--- src/verilog/rpi_params.svh ---
// register offsets, field positions and reset values for the receive port interrupt logic
`ifndef RPI_PARAMS_SVH
`define RPI_PARAMS_SVH

`define RPI_ADDR_EN_HI 8'hd8
`define RPI_ADDR_EN_LO 8'hd9
`define RPI_ADDR_ST_HI 8'hda
`define RPI_ADDR_ST_LO 8'hdb
`define RPI_ADDR_GPIO_ST 8'hdc
`define RPI_ADDR_GPIO_EN 8'hdd

`define RPI_RST_BYTE 8'h00
`define RPI_EN_HI_MASK 8'h07
`define RPI_HI_W 5
`define RPI_LO_W 7

`define RPI_LO_LOCK 0
`define RPI_LO_VALID 1
`define RPI_LO_PARITY 2
`define RPI_LO_CAMERA 3
`define RPI_LO_OVERFLOW 4
`define RPI_LO_LINE_CNT 5
`define RPI_LO_LINE_LEN 6

`define RPI_HI_CRC 0
`define RPI_HI_SEQ 1
`define RPI_HI_ENC 2
`define RPI_HI_SENSOR 3
`define RPI_HI_GPIO 4

`define RPI_NUM_GPIO 4

`endif

--- src/verilog/rpi_pkg.sv ---
// shared types of the receive port interrupt logic
`default_nettype none
package rpi_pkg;
	typedef logic [7:0] rpi_byte_t;
	typedef logic [3:0] rpi_gpio_t;
endpackage
`default_nettype wire

--- src/verilog/rpi_gpio_if.sv ---
// carrier between the interrupt logic and its gpio edge unit
`timescale 1ns/100ps
`default_nettype none
interface rpi_gpio_if;
	import rpi_pkg::*;
	rpi_gpio_t gpio_raw;
	rpi_gpio_t rise_en;
	rpi_gpio_t fall_en;
	logic flags_clear;
	rpi_gpio_t live_values;
	rpi_gpio_t event_flags;
	logic edge_event;
	modport ctrl (output gpio_raw, output rise_en, output fall_en, output flags_clear,
		input live_values, input event_flags, input edge_event);
	modport unit (input gpio_raw, input rise_en, input fall_en, input flags_clear,
		output live_values, output event_flags, output edge_event);
endinterface
`default_nettype wire

--- src/verilog/rpi_gpio_edge.sv ---
// forward gpio synchroniser, edge detector and clear-on-read edge flags
`timescale 1ns/100ps
`default_nettype none
`include "rpi_params.svh"
module rpi_gpio_edge #(
	parameter int NUM_GPIO = `RPI_NUM_GPIO
) (
	input wire logic core_clk,
	input wire logic rst_n,
	rpi_gpio_if.unit gp
);
	import rpi_pkg::*;

	generate
		if (NUM_GPIO != `RPI_NUM_GPIO) begin : g_bad_width
			$error("rpi_gpio_edge supports only four gpio lines");
		end
	endgenerate

	logic [NUM_GPIO-1:0] sync1_q, sync2_q, prev_q, flags_q, evt_q;
	logic armed_q;
	wire logic [NUM_GPIO-1:0] hit;

	genvar i;
	generate
		for (i = 0; i < NUM_GPIO; i++) begin : g_edge
			// enabled rise or fall, ignored until the first sample after reset is in
			assign hit[i] = armed_q & ((gp.rise_en[i] & sync2_q[i] & ~prev_q[i])
				| (gp.fall_en[i] & ~sync2_q[i] & prev_q[i]));
		end
	endgenerate

	always_ff @(posedge core_clk or negedge rst_n) begin
		if (!rst_n) begin
			sync1_q <= '0;
			sync2_q <= '0;
			prev_q <= '0;
			armed_q <= 1'b0;
		end else begin
			sync1_q <= gp.gpio_raw;
			sync2_q <= sync1_q;
			prev_q <= sync2_q;
			armed_q <= 1'b1;
		end
	end

	// new edge beats a read in the same cycle
	always_ff @(posedge core_clk or negedge rst_n) begin
		if (!rst_n) begin
			flags_q <= '0;
			evt_q <= '0;
		end else begin
			flags_q <= hit | (flags_q & ~{NUM_GPIO{gp.flags_clear}});
			evt_q <= hit;
		end
	end

	assign gp.live_values = sync2_q;
	assign gp.event_flags = flags_q;
	assign gp.edge_event = |evt_q;
endmodule // rpi_gpio_edge
`default_nettype wire

--- src/verilog/rpi_port_irq.sv ---
// per receive port interrupt enables, sticky status and interrupt output
`timescale 1ns/100ps
`default_nettype none
`include "rpi_params.svh"
// How it works
// - line length change raises interrupt when enabled
// - line count change raises interrupt when enabled
// - buffer overflow raises interrupt when enabled
// - camera receiver error raises interrupt when enabled
// - link parity error raises interrupt when enabled
// - port valid change either way interrupts when enabled
// - lock gained or lost interrupts when enabled
// - gpio change flag, cleared reading gpio status
// - sensor flag cleared after both sensor reads
// - encoding error flag, cleared by second status read
// - sequence error flag, cleared by first status read
// - checksum error flag, cleared by first status read
// - line length/count flags cleared by second read
// - overflow flag cleared by second status read
// - camera error flag cleared by camera status read
// - parity flag cleared by first status read
// - valid change flag cleared by first read
// - lock change flag cleared by first read
// - per gpio edge flags, clear on read
// - live gpio values, read together with the clear-on-read edge flags
// - high enables gate encoding, sequence, checksum errors
// - per gpio rise and fall edge enables
module rpi_port_irq (
	input wire logic core_clk,
	input wire logic rst_n,
	input wire logic [7:0] reg_addr,
	input wire logic reg_wr_en,
	input wire logic reg_rd_en,
	input wire rpi_pkg::rpi_byte_t reg_wdata,
	output rpi_pkg::rpi_byte_t reg_rdata,
	input wire logic line_length_change_evt,
	input wire logic line_count_change_evt,
	input wire logic buffer_overflow_evt,
	input wire logic camera_rx_error_evt,
	input wire logic link_parity_error_evt,
	input wire logic port_valid_level,
	input wire logic lock_level,
	input wire logic link_encoding_error_evt,
	input wire logic ctrl_channel_sequence_error_evt,
	input wire logic ctrl_channel_checksum_error_evt,
	input wire logic sensor_state_change_evt,
	input wire logic receive_status_first_read,
	input wire logic receive_status_second_read,
	input wire logic camera_rx_error_status_read,
	input wire logic sensor_rise_status_read,
	input wire logic sensor_fall_status_read,
	input wire rpi_pkg::rpi_gpio_t fwd_gpio_pins,
	output logic port_irq
);
	import rpi_pkg::*;

	// sticky bit: a fresh event wins over a clear in the same cycle
	function automatic logic sticky(input logic q, input logic set, input logic clr);
		sticky = set | (q & ~clr);
	endfunction

	function automatic logic hit(input logic [7:0] a, input logic [7:0] target, input logic en);
		hit = en && (a == target);
	endfunction

	rpi_byte_t en_hi_q, en_lo_q, gpio_en_q, rdata_q;
	logic [`RPI_HI_W-1:0] st_hi_q, st_hi_d, hi_set, hi_clr;
	logic [`RPI_LO_W-1:0] st_lo_q, st_lo_d, lo_set, lo_clr;
	logic lock_prev_q, valid_prev_q, armed_q, irq_q;
	logic rise_seen_q, fall_seen_q;

	rpi_gpio_if gif ();

	rpi_gpio_edge #(.NUM_GPIO(`RPI_NUM_GPIO)) u_gpio (
		.core_clk(core_clk),
		.rst_n(rst_n),
		.gp(gif.unit)
	);

	wire logic wr_en_hi = hit(reg_addr, `RPI_ADDR_EN_HI, reg_wr_en);
	wire logic wr_en_lo = hit(reg_addr, `RPI_ADDR_EN_LO, reg_wr_en);
	wire logic wr_gpio_en = hit(reg_addr, `RPI_ADDR_GPIO_EN, reg_wr_en);
	wire logic rd_gpio_st = hit(reg_addr, `RPI_ADDR_GPIO_ST, reg_rd_en);

	assign gif.gpio_raw = fwd_gpio_pins;
	assign gif.rise_en = {gpio_en_q[6], gpio_en_q[4], gpio_en_q[2], gpio_en_q[0]};
	assign gif.fall_en = {gpio_en_q[7], gpio_en_q[5], gpio_en_q[3], gpio_en_q[1]};
	assign gif.flags_clear = rd_gpio_st;

	// level change detectors, armed one cycle after reset release
	wire logic lock_change = armed_q & (lock_level ^ lock_prev_q);
	wire logic valid_change = armed_q & (port_valid_level ^ valid_prev_q);

	// sensor flag clears once both sensor status registers were read
	wire logic rise_done = rise_seen_q | sensor_rise_status_read;
	wire logic fall_done = fall_seen_q | sensor_fall_status_read;
	wire logic sensor_clear = st_hi_q[`RPI_HI_SENSOR] & rise_done & fall_done;

	always_comb begin
		lo_set = '0;
		lo_set[`RPI_LO_LINE_LEN] = line_length_change_evt;
		lo_set[`RPI_LO_LINE_CNT] = line_count_change_evt;
		lo_set[`RPI_LO_OVERFLOW] = buffer_overflow_evt;
		lo_set[`RPI_LO_CAMERA] = camera_rx_error_evt;
		lo_set[`RPI_LO_PARITY] = link_parity_error_evt;
		lo_set[`RPI_LO_VALID] = valid_change;
		lo_set[`RPI_LO_LOCK] = lock_change;
		lo_clr = '0;
		lo_clr[`RPI_LO_LINE_LEN] = receive_status_second_read;
		lo_clr[`RPI_LO_LINE_CNT] = receive_status_second_read;
		lo_clr[`RPI_LO_OVERFLOW] = receive_status_second_read;
		lo_clr[`RPI_LO_CAMERA] = camera_rx_error_status_read;
		lo_clr[`RPI_LO_PARITY] = receive_status_first_read;
		lo_clr[`RPI_LO_VALID] = receive_status_first_read;
		lo_clr[`RPI_LO_LOCK] = receive_status_first_read;
		hi_set = '0;
		hi_set[`RPI_HI_GPIO] = gif.edge_event;
		hi_set[`RPI_HI_SENSOR] = sensor_state_change_evt;
		hi_set[`RPI_HI_ENC] = link_encoding_error_evt;
		hi_set[`RPI_HI_SEQ] = ctrl_channel_sequence_error_evt;
		hi_set[`RPI_HI_CRC] = ctrl_channel_checksum_error_evt;
		hi_clr = '0;
		hi_clr[`RPI_HI_GPIO] = rd_gpio_st;
		hi_clr[`RPI_HI_SENSOR] = sensor_clear;
		hi_clr[`RPI_HI_ENC] = receive_status_second_read;
		hi_clr[`RPI_HI_SEQ] = receive_status_first_read;
		hi_clr[`RPI_HI_CRC] = receive_status_first_read;
		for (int i = 0; i < `RPI_LO_W; i++) begin
			st_lo_d[i] = sticky(st_lo_q[i], lo_set[i], lo_clr[i]);
		end
		for (int i = 0; i < `RPI_HI_W; i++) begin
			st_hi_d[i] = sticky(st_hi_q[i], hi_set[i], hi_clr[i]);
		end
	end

	// gpio and sensor flags have no enable bit here (only gpio has edge enables), so they always reach the output
	wire logic [`RPI_HI_W-1:0] hi_gate = {2'b11, en_hi_q[2:0]};
	wire logic irq_any = (|(st_lo_q & en_lo_q[`RPI_LO_W-1:0])) | (|(st_hi_q & hi_gate));

	// read mux; reserved bits and unmapped offsets return zero
	wire rpi_byte_t rd_mux =
		(reg_addr == `RPI_ADDR_EN_HI) ? (en_hi_q & `RPI_EN_HI_MASK) :
		(reg_addr == `RPI_ADDR_EN_LO) ? en_lo_q :
		(reg_addr == `RPI_ADDR_ST_HI) ? {3'h0, st_hi_q} :
		(reg_addr == `RPI_ADDR_ST_LO) ? {1'h0, st_lo_q} :
		(reg_addr == `RPI_ADDR_GPIO_ST) ? {gif.event_flags, gif.live_values} :
		(reg_addr == `RPI_ADDR_GPIO_EN) ? gpio_en_q : `RPI_RST_BYTE;

	always_ff @(posedge core_clk or negedge rst_n) begin
		if (!rst_n) begin
			en_hi_q <= `RPI_RST_BYTE;
			en_lo_q <= `RPI_RST_BYTE;
			gpio_en_q <= `RPI_RST_BYTE;
		end else begin
			if (wr_en_hi) begin
				en_hi_q <= reg_wdata & `RPI_EN_HI_MASK;
			end
			if (wr_en_lo) begin
				en_lo_q <= reg_wdata;
			end
			if (wr_gpio_en) begin
				gpio_en_q <= reg_wdata;
			end
		end
	end

	always_ff @(posedge core_clk or negedge rst_n) begin
		if (!rst_n) begin
			st_lo_q <= '0;
			st_hi_q <= '0;
			lock_prev_q <= 1'b0;
			valid_prev_q <= 1'b0;
			armed_q <= 1'b0;
		end else begin
			st_lo_q <= st_lo_d;
			st_hi_q <= st_hi_d;
			lock_prev_q <= lock_level;
			valid_prev_q <= port_valid_level;
			armed_q <= 1'b1;
		end
	end

	// remember which sensor read already happened while the flag stands
	always_ff @(posedge core_clk or negedge rst_n) begin
		if (!rst_n) begin
			rise_seen_q <= 1'b0;
			fall_seen_q <= 1'b0;
		end else begin
			rise_seen_q <= st_hi_q[`RPI_HI_SENSOR] & rise_done & ~sensor_clear;
			fall_seen_q <= st_hi_q[`RPI_HI_SENSOR] & fall_done & ~sensor_clear;
		end
	end

	always_ff @(posedge core_clk or negedge rst_n) begin
		if (!rst_n) begin
			rdata_q <= `RPI_RST_BYTE;
			irq_q <= 1'b0;
		end else begin
			if (reg_rd_en) begin
				rdata_q <= rd_mux;
			end
			irq_q <= irq_any;
		end
	end

	assign reg_rdata = rdata_q;
	assign port_irq = irq_q;
endmodule // rpi_port_irq
`default_nettype wire

--- config.mk ---
export PLATFORM = sky130hd
export DESIGN_NAME = rpi_port_irq
export DESIGN_NICKNAME = d
export VERILOG_FILES = /design/src/verilog/rpi_pkg.sv /design/src/verilog/rpi_gpio_if.sv /design/src/verilog/rpi_gpio_edge.sv /design/src/verilog/rpi_port_irq.sv
export VERILOG_INCLUDE_DIRS = /design/src /design/src/verilog
export SDC_FILE = /design/constraint.sdc
export NUM_CORES = 1
export LEC_CHECK = 0
export BUFFER_PORTS_ARGS = -buffer_cell sky130_fd_sc_hd__buf_2
export CORE_ASPECT_RATIO = 1.4
export CORE_MARGIN = 2
export CORE_UTILIZATION = 55
export DETAILED_ROUTE_END_ITERATION = 7
export PLACE_DENSITY = 0.79
export SLEW_MARGIN = 20
export SYNTH_ARGS = -nofsm -noshare
export SYNTH_HDL_FRONTEND = slang
export SYNTH_SLANG_ARGS = --single-unit
--- constraint.sdc ---
create_clock -name core_clk -period 1.6 [get_ports core_clk]
set_clock_uncertainty 0.2 [all_clocks]
set_input_delay 0.24 -clock core_clk [delete_from_list [all_inputs] [get_ports core_clk]]
set_output_delay 0.24 -clock core_clk [all_outputs]
set_load 0.05 [all_outputs]
Yosys cells after proc, flatten, opt, wreduce, memory -nomap -nowiden
Index checks and enable logic that the tools add are counted.
- add/sub/neg operators: 0
- $mul: 0
- divide/modulo/power cells: 0
- $lt $le $gt $ge: 0
- equality and inequality tests: 6
- shift operators: 0
- multiplexer cells: 6
- bitwise logic cells: 78
- reductions and logical operators: 7
- operators by type and width (cell ; number):
    8-bit equality test (second input constant) ; 6
    8-bit 2-to-1 mux ; 6
    1-bit bitwise AND ; 39
    1-bit bitwise OR ; 19
    1-bit inverter ; 13
    7-bit bitwise AND ; 1
    7-bit OR reduction ; 1
    5-bit bitwise AND ; 1
    5-bit OR reduction ; 1
    4-bit bitwise AND ; 1
    1-bit logical AND ; 4
    4-bit inverter ; 1
    4-bit bitwise OR ; 1
    4-bit OR reduction ; 1
    1-bit XOR ; 2
- flip-flop bits (word level): 65
- latch bits: 0
- bits in writable memories: 0
- memory bits (read-only): 0
- input bits: 40
- memories: 0

Longest topological paths before layout
Gate-level depths: netlist of run 1.
- depth in word-level cells: 7
- depth in mapped cells: 5

Cells and area by module
From an unflattened synthesis of run 1, not the netlist that was laid out.
- cell total of the unflattened synthesis: 229
- area total of the unflattened synthesis: 2835.2 um2
- modules (own cells, without submodules) (module ; times used ; cells an instance ; area each (um2) ; seq. area each (um2)):
    rpi_port_irq ; 1 ; 185 ; 2163.3 ; 1126.1
    rpi_gpio_edge ; 1 ; 44 ; 671.9 ; 525.5

Worst setup path after synthesis of run 1
No wires, ideal clock.
- kind: input to register
- from: in reg_addr[5]
- to: reg gpio_en_q[0]
- library setup time: 125 ps
- arrival time: 1372 ps
- data required time: 1275 ps
- slack: -97 ps
- stages: 4
- buffers on the path: 0
- path through: and4b_1 -> and3_1 -> nor3b_4 -> mux2_2
- cells in the longest elaborated chain, start to end: 2
- RTL lines (item ; line ; source):
    start: declaration ; rpi_port_irq.sv:31 ; input wire logic [7:0] reg_addr,
    8-bit equality test ; rpi_port_irq.sv:63 ; hit = en && (a == target);
    1-bit logical AND ; rpi_port_irq.sv:63 ;
    end signal: assignment ; rpi_port_irq.sv:153 ; gpio_en_q <= `RPI_RST_BYTE;
    end signal: assignment ; rpi_port_irq.sv:162 ; gpio_en_q <= reg_wdata;
    end: declaration ; rpi_port_irq.sv:66 ; rpi_byte_t en_hi_q, en_lo_q, gpio_en_q, rdata_q;
Every way passes these cells.
A chain may end at the register's enable or synchronous reset.

Final worst setup path of run 1
- from: in camera_rx_error_evt
- to: reg st_lo_q[3]
- cells in the longest elaborated chain, start to end: 1
- RTL lines (item ; line ; source):
    start: declaration ; rpi_port_irq.sv:39 ; input wire logic camera_rx_error_evt,
    1-bit bitwise OR ; rpi_port_irq.sv:59 ; sticky = set | (q & ~clr);
    net st_lo_d[3] ; rpi_port_irq.sv:68 ; logic [`RPI_LO_W-1:0] st_lo_q, st_lo_d, lo_set, lo_clr;
    end signal: assignment ; rpi_port_irq.sv:175 ; st_lo_q <= st_lo_d;
    end: declaration ; rpi_port_irq.sv:68 ;
The timed path passes the listed nets, and every way through them passes these cells.

==> results of run 1 <==
## flip-flops by register name (all words and copies together) (netlist names), 3 cells and up
name                   cells
en_hi_q                    3
en_lo_q                    8
gpio_en_q                  8
reg_rdata                  8
st_hi_q                    5
st_lo_q                    7
u_gpio.evt_q               4
u_gpio.gp.event_flags      4
u_gpio.gp.live_values      4
u_gpio.prev_q              4
u_gpio.sync1_q             4
## placed cells by master (no fill, tap or decap), types with 3 or more instances in the layout
cell type / count
buf_2: 48
a21o_1: 15
nand2b_1: 4
a22o_1: 6
o22ai_1: 9
inv_1: 8
clkbuf_8: 11
buf_4: 17
mux2i_1: 14
dfrtp_1: 65
dlygate4sd3_1: 28
and2_1: 4
nand3b_1: 4
a32o_1: 3
nand2_1: 10
a21oi_1: 7
o21ai_0: 4
mux2_2: 20
## worst paths after layout
| check | cells past startpoint | endpoint | slack (ns) |
|---|---|---|---|
| min in group asynchronous | 3 | u_gpio.sync1_q[1] | 0.25 |
| setup reg to reg | 3 | port_irq | 0.13 |
| setup / recovery | 4 | st_lo_q[3] | 0.05 |
| hold reg to reg | 0 | u_gpio.gp.live_values[1] | 0.15 |
| hold / removal | 3 | st_lo_q[6] | 0.06 |
| max in group asynchronous | 3 | reg_rdata[6] | 0.69 |
## worst max-delay path: cells and delay by family
| kind | cells | cell delay (ns) |
|---|---|---|
| AO/OA/AOI/OAI | 1 | 0.14 |
| buffers and inverters | 3 | 1.19 |
## final cells by class
class / instances / area [µm²]
flip-flops and latches: 65 / 1630
well taps: 64 / 80.1
clock inverters: 5 / 77.6
fillers: 336 / 1140
repair buffers: 94 / 668
inverters: 8 / 30.0
clock buffers: 11 / 151
multi-input cells: 129 / 1030
## repair_timing
action,CTS,global route
hold buffers,28,0
hold endpoints to repair,102,0
gates resized for setup,0,1
endpoints found under the setup margin,0,1
## where the power goes
group          switching [mW]  internal [mW]  total (mW)
logic                   0.192          0.238       0.429
clock network           0.608          0.957        1.56
registers              0.0993           1.76        1.86
## logic make-up (layout without fill, tap and decap cells)
kind of cell	count (synthesis)	count (layout)	share of synthesized area, %
flip-flops	65	65	60.1
AO/OA/AOI/OAI	55	55	14.9
AND/OR/NAND/NOR	37	37	8.41
multiplexers	34	34	13.5
buffers and inverters	14	118	2.27
XOR/XNOR	2	2	0.647
other	1	1	0.139
## per-layer routing
metal,GRT usage (%),wire length (µm)
met5,0,0
met3,5.56,270
met2,41.7,3230
met4,11.9,133
met1,28.1,2520
## metrics by stage
stage	worst slack [ns]	cells	power, mW
floorplan	-0.0970	208	2.07
finish	0.0537	376	3.85
CTS	0.0693	376	3.88
global route	0.0293	376	4.01
detailed placement	-0.279	332	2.26
global placement	-0.258	332	2.25
==> metrics.txt, run 1 <==
status=finished, final reports clean; global route overflow=0; Remaining DRCs=0; Finished Core Util=76.2%; Hold/Removal Path Class=in -> reg; Primary FF master, synth=dfrtp_1; Max rail drop VDD=roughly 910 µV; DPL Wire Length=4340 µm; WP data arrival=1.57 ns; RSZ-0062 raised after global routing=no; CP Max Fanout=1; Synth Net Count=248; Slowest Stage Delay on Critical Path=0.54 ns; first-pass GRT wire length=9790 µm; Max-Cap Viols=0; cell area after layout=0.00366 mm²; Std-Cell Rows=30; Required @ worst endpoint=1.62 ns; Post-CTS Setup Bufs=0; routed wire length=6150 µm; ANT cells=0; Vias/cell=5.49; post-synth top area share=60.1%; area of the core=roughly 0.0048 mm²; min Tclk post-route=1.55 ns; Synth Instances=208; via count=2063; routed len/inst=16.4 µm; first-pass iteration count of the detailed router=4; hold_sp=receive_status_second_read; Slew Limit Fails=0; vias in the first global route=2095; P_leak=between 1.5 and 2 nW; total of warnings raised by yosys=0; clock tree buffer depth=2; share of cells above drive strength 1=between 30% and 40%; CP max stage cell=dlygate4sd3_1; port bufs=48; die area=0.00551 mm²; post-placement cell area=0.00315 mm²; most frequent cell after synthesis=dfrtp_1; # setup viols final=0; Sink Count=65; post-route ant nets=0; gp weighted congestion=approximately 0.94; CTS buffer count=9; EDFF count, synth=0; Reg2Reg Launch Point=en_hi_q[1]; pin count of the biggest net entering global routing=66; crit path kind=in -> reg; Area growth, synth to finish=35.2%; critical path, cell by cell=dlygate4sd3_1 -> buf_2 -> a21o_1 -> dlygate4sd3_1; Worst Setup SP=camera_rx_error_evt; initial antenna violation count=0; pwr dens=1050 mW/mm²; Yosys cell types=40; CTS root buf=clkbuf_8; Crit path top cell by count=dlygate4sd3_1; mean cell area of the mapped netlist=13.0 µm²; Commonest cells post-synth=dfrtp_1, mux2_2, a21o_1, mux2i_1, nand2_1; crit end category=flop; First DRT Iteration DRCs=127; startpoint types=input port; die width=63.3 µm; Final Hold Vio Count=0; fmax=about 650 MHz; fin crit share=96.6%; Initial Util=56.3%; register area share after synthesis=60.1%; Top-Level Pins=between 40 and 50; ranking of synthesized cells by area=dfrtp_1, mux2_2, mux2i_1; ys async rst share=100%; htree depth=3; Final Net Count=347; setup_tns=0 ns; Synth Cell Area=0.00271 mm²; clock transition at the registers of the reported paths=0.07 ns; Yosys top cell by area=dfrtp_1; die height=87 µm; flops & latches, synth=65; worst hold slack=~0.06 ns; CTS tree=yes; worst skew pair latency=0.34 ns; Tot GR Track Use=24.0%
Note: power is estimated with default switching activity, not from simulation.
==> run 2: changes to the inputs <==
--- a/config.mk
+++ b/config.mk
@@ -10,3 +10,2 @@
 export CORE_ASPECT_RATIO = 1.4
-export CORE_MARGIN = 2
 export CORE_UTILIZATION = 55
--- a/constraint.sdc
+++ b/constraint.sdc
@@ -4,2 +4,2 @@
 set_output_delay 0.24 -clock core_clk [all_outputs]
-set_load 0.05 [all_outputs]
+set_load 0.005 [all_outputs]
==> run 2 against run 1 <==
  * Largest cell class unchanged
  * Fmax shrank 0.44%
  * Global-route usage is 5.0 points higher
  * Routed wire length rose by 4.7%
  * First-iteration DRC count down 31%
  * Non-clock buffer count increased by 4
==> metrics.txt, run 2 (same netlist as run 1, synthesis figures left out) <==
CTS tree=yes; Remaining DRCs=0; startpoint types=input port; fin cells=378; hold_sp=receive_status_second_read; P_leak=1.84 nW; CP max stage cell=dlygate4sd3_1; WHS Path Cells=3; Slowest Stage Delay on Critical Path=0.55 ns; pwr dens=999 mW/mm²; port bufs=48; Initial Util=58.3%; die area=0.00521 mm²; Finished Core Util=between 70% and 80%; crit end category=flop; crit-path leading delay family=buffers and inverters; fmax=644 MHz; reg2reg end=port_irq; Inst Count DP=about 330; CTS buffer count=9; via count=2154; post-route ant nets=0; Final Total Pwr=3.66 mW; Max-Cap Viols=0; critical path, cell by cell=dlygate4sd3_1 -> buf_2 -> a21o_1 -> dlygate4sd3_1; routed wire length=~6400 µm; die width=a little over 60 µm; htree depth=3; Sink Count=65; Std-Cell Rows=29; # setup viols final=0; pin count of the biggest net entering global routing=66; Area growth, synth to finish=35.3%; commonest non-fill, non-tap cell in the layout=dfrtp_1; Hold Path End=st_hi_q[2]; initial antenna violation count=0; Max rail drop VDD=787 µV; global route overflow=0; Crit path top cell by count=dlygate4sd3_1; Final Net Count=~350; Hold/Removal Path Class=in -> reg; area of the core=0.00464 mm²; clock transition at the registers of the reported paths=0.07 ns; met3 Usage GRT=7.01%; clock tree buffer depth=2; worst skew pair latency=0.35 ns; crit path buf inv count=3; first-pass GRT wire length=roughly 11000 µm; Vias/cell=approximately 5.7; First DRT Iteration DRCs=87; grt met1 use=about 32%; CP Max Fanout=1; # fillers=320; crit path kind=in -> reg; gr busiest metal=met2; Required @ worst endpoint=approximately 1.6 ns; met2 GRT Util=a little under half; first-pass iteration count of the detailed router=4; DPL Wire Length=about 4500 µm; status=finished, final reports clean; Reg2Reg Launch Point=en_hi_q[1]; commonest non-fill, non-tap cells in the layout=dfrtp_1, buf_2, dlygate4sd3_1; CTS root buf=clkbuf_8; WP data arrival=about 1.6 ns; Final Hold Vio Count=0; share of cells above drive strength 1=around a third; ANT cells=0; RSZ-0062 raised after global routing=no; vias in the first global route=2250; gp weighted congestion=0.883; Top-Level Pins=between 40 and 50; worst reg2reg path depth=3; Tot GR Track Use=29.1%; min Tclk post-route=1.55 ns; die height=roughly 85 µm; worst hold slack=0.0486 ns; fin crit share=97.1%; Post-CTS Setup Bufs=0; routed len/inst=17.0 µm; worst reg-to-reg setup slack=roughly 0.080 ns; Slew Limit Fails=0
## run 2: how the worst max path moves through the flow
stage,start,to,slack [ns],depth (start not counted)
floorplan,reg_addr[5],gpio_en_q[0],-0.1,4
global placement,reg_addr[5],gpio_en_q[0],-0.21,6
detailed placement,reg_addr[5],gpio_en_q[2],-0.25,6
CTS,camera_rx_error_evt,st_lo_q[3],0.07,4
global route,camera_rx_error_evt,st_lo_q[3],0.01,4
finish,camera_rx_error_evt,st_lo_q[3],0.05,4
## run 2: worst min-delay path: stages
cell and delay, ns:
buf_2 0.08, inv_1 0.07, a21o_1 0.18
## run 2: final cells by class
class / instances / area (µm²) / share of cell area, %
multi-input cells: 129 / 1020 / 27.9
repair buffers: 98 / 711 / 19.4
inverters: 8 / 30.0 / 0.820
well taps: 62 / 77.6 / 2.12
clock inverters: 5 / 55.1 / 1.50
clock buffers: 11 / 141 / 3.86
flip-flops and latches: 65 / 1630 / 44.4
## run 2: what timing repair did
item | CTS | global route
resized for setup | 0 | 0
hold buffers | 28 | 0
endpoints found under the hold margin | 102 | 0
## run 2: through the flow
stage	setup slack (ns)	TNS [ns]	instance area, µm²
floorplan	-0.0970	-0.776	2720
global placement	-0.214	-4.28	3190
detailed placement	-0.252	-4.88	3190
CTS	0.0675	0	3660
global route	0.0109	0	3660
finish	0.0468	0	3660
## run 2: layer usage
layer	vias to the layer above	share of wire [%]
met1	1072	37
met5	-	0
met4	0	4.9
met2	82	52
li1	972	-
met3	28	6.3
## run 2: where the power goes
part	switching, mW	leakage, nW	internal, mW
Combinational	0.184	0.926	0.243
Clock	0.615	0.0953	0.755
Sequential	0.102	0.823	1.76
==> run 3: changes to the inputs <==
- RECOVER_POWER: not set -> 50
==> run 3 against run 2 <==
  * Non-clock buffer count stayed put
  * Power is 0.17% lower
  * Flip-flop and latch count stayed put
  * Critical path depth stayed put
  * Sequential share of layout area is 0.18 points higher
  * Global-route usage stayed put
  * Worst hold slack better by 0.0018 ns
  * Fmax hardly changed
  * Sequential power hardly changed
  * Clock-buffer cell count stayed put
  * Cell count stayed put
  * Critical path type unchanged
==> metrics.txt, run 3 (same netlist as run 1, synthesis figures left out) <==
status=finished, final reports clean; cell area after layout=0.00365 mm²; fin crit share=between 90 and 100%; min Tclk post-route=1.55 ns; worst skew pair latency=between 0.3 and 0.4 ns; setup_tns=0 ns; ANT cells=0; # setup viols final=0; Vias/cell=5.76; Initial Util=58.3%; P_leak=between 1.5 and 2 nW; Top-Level Pins=49; Remaining DRCs=0; crit path kind=in -> reg; Area growth, synth to finish=34.8%; routed len/inst=17.2 µm; vias in the first global route=between 2000 and 2500; post-placement cell area=0.00319 mm²; die area=0.00521 mm²; via count=2178; port bufs=48; Final Net Count=351; clock transition at the registers of the reported paths=around 0.07 ns; DPL Wire Length=4490 µm; pwr dens=1000 mW/mm²; htree depth=3; Tot GR Track Use=29.1%; multi-input logic area=0.00102 mm²; startpoint types=input port; Post-CTS Resized=0; Slew @ Worst Pin=roughly 0.86 ns; Hold/Removal Path Class=in -> reg; die width=61.3 µm; initial antenna violation count=0; CTS root buf=clkbuf_8; WP data arrival=1.59 ns; die height=85 µm; CTS tree=yes; RSZ-0062 raised after global routing=no; # fillers=322; clock tree buffer depth=2; first-pass GRT wire length=10500 µm; CP Max Fanout=1; First DRT Iteration DRCs=133; first-pass iteration count of the detailed router=6; Max rail drop VDD=~790 µV; commonest non-fill, non-tap cell in the layout=dfrtp_1; fmax=644 MHz; pin count of the biggest net entering global routing=66; Sink Count=65; CTS buffer count=9; gp weighted congestion=0.883; Slew Limit Fails=0; Std-Cell Rows=29; Finished Core Util=78.5%; share of cells above drive strength 1=33.5%; area of the core=0.00464 mm²; Required @ worst endpoint=1.63 ns; Final Hold Vio Count=0; commonest non-fill, non-tap cells in the layout=dfrtp_1, buf_2, dlygate4sd3_1; post-route ant nets=0; Max-Cap Viols=0; Reg area=0.00163 mm²; routed wire length=6490 µm; crit end category=flop; slew margin rel.=42.4%; global route overflow=0
run 3: cell count changes in the layout (fill, tap and decap cells not counted), sizes merged:
cell,delta
buf,-3
clkbuf,+3
run 3: cell type report:
class / count / share of cell area (%)
Sequential cell: 65 / 44.6
Clock buffer: 11 / 3.88
Timing Repair Buffer: 98 / 19.1
Clock inverter: 5 / 1.51
Multi-Input combinational cell: 129 / 28.0
Tap cell: 62 / 2.13
Inverter: 8 / 0.823
run 3: path summary, 6_finish.rpt:
check / start / end / slack (ns) / cells after the start
min in group asynchronous: rst_n / u_gpio.sync1_q[2] / 0.41 / 3
max: camera_rx_error_evt / st_lo_q[3] / 0.05 / 4
min reg2reg: u_gpio.sync1_q[1] / u_gpio.gp.live_values[1] / 0.15 / 0
max in group asynchronous: rst_n / st_hi_q[1] / 0.20 / 3
max reg2reg: en_hi_q[1] / port_irq / 0.07 / 3
min: receive_status_second_read / st_hi_q[2] / 0.05 / 3
run 3: layer usage:
| metal | wire, µm | part of all wire [%] | global-route usage, % |
|---|---|---|---|
| met5 | 0 | 0 | 0 |
| met4 | 303 | 4.7 | 18.8 |
| met1 | 2380 | 37 | 32.4 |
| met3 | 382 | 5.9 | 7.01 |
| met2 | 3420 | 53 | 47.7 |
run 3: critical path, stage by stage:
cell and delay (ns):
dlygate4sd3_1 0.54, buf_2 0.12, a21o_1 0.14, dlygate4sd3_1 0.55
run 3: stage by stage:
step / setup slack (ns) / power [mW] / cells / hold slack (ns)
3_5_place_dp: -0.252 / 2.26 / 334 / 0.0795
3_3_place_gp: -0.214 / 2.24 / 334 / 0.0754
6_report: 0.0464 / 3.65 / 378 / 0.0504
2_1_floorplan: -0.0970 / 2.05 / 208 / -0.256
4_1_cts: 0.0675 / 3.67 / 378 / 0.0372
5_1_grt: 0.00774 / 3.79 / 378 / 0.0638
run 3: where the power goes:
group | switching (mW) | internal (mW)
combinational | 0.184 | 0.238
clock | 0.613 | 0.755
sequential | 0.102 | 1.76
run 3: what timing repair did:
| item | CTS | global route |
|---|---|---|
| hold buffers | 28 | 0 |
| setup buffers | 0 | 0 |
| setup endpoints to repair | 0 | 0 |
| endpoints found under the hold margin | 102 | 0 |
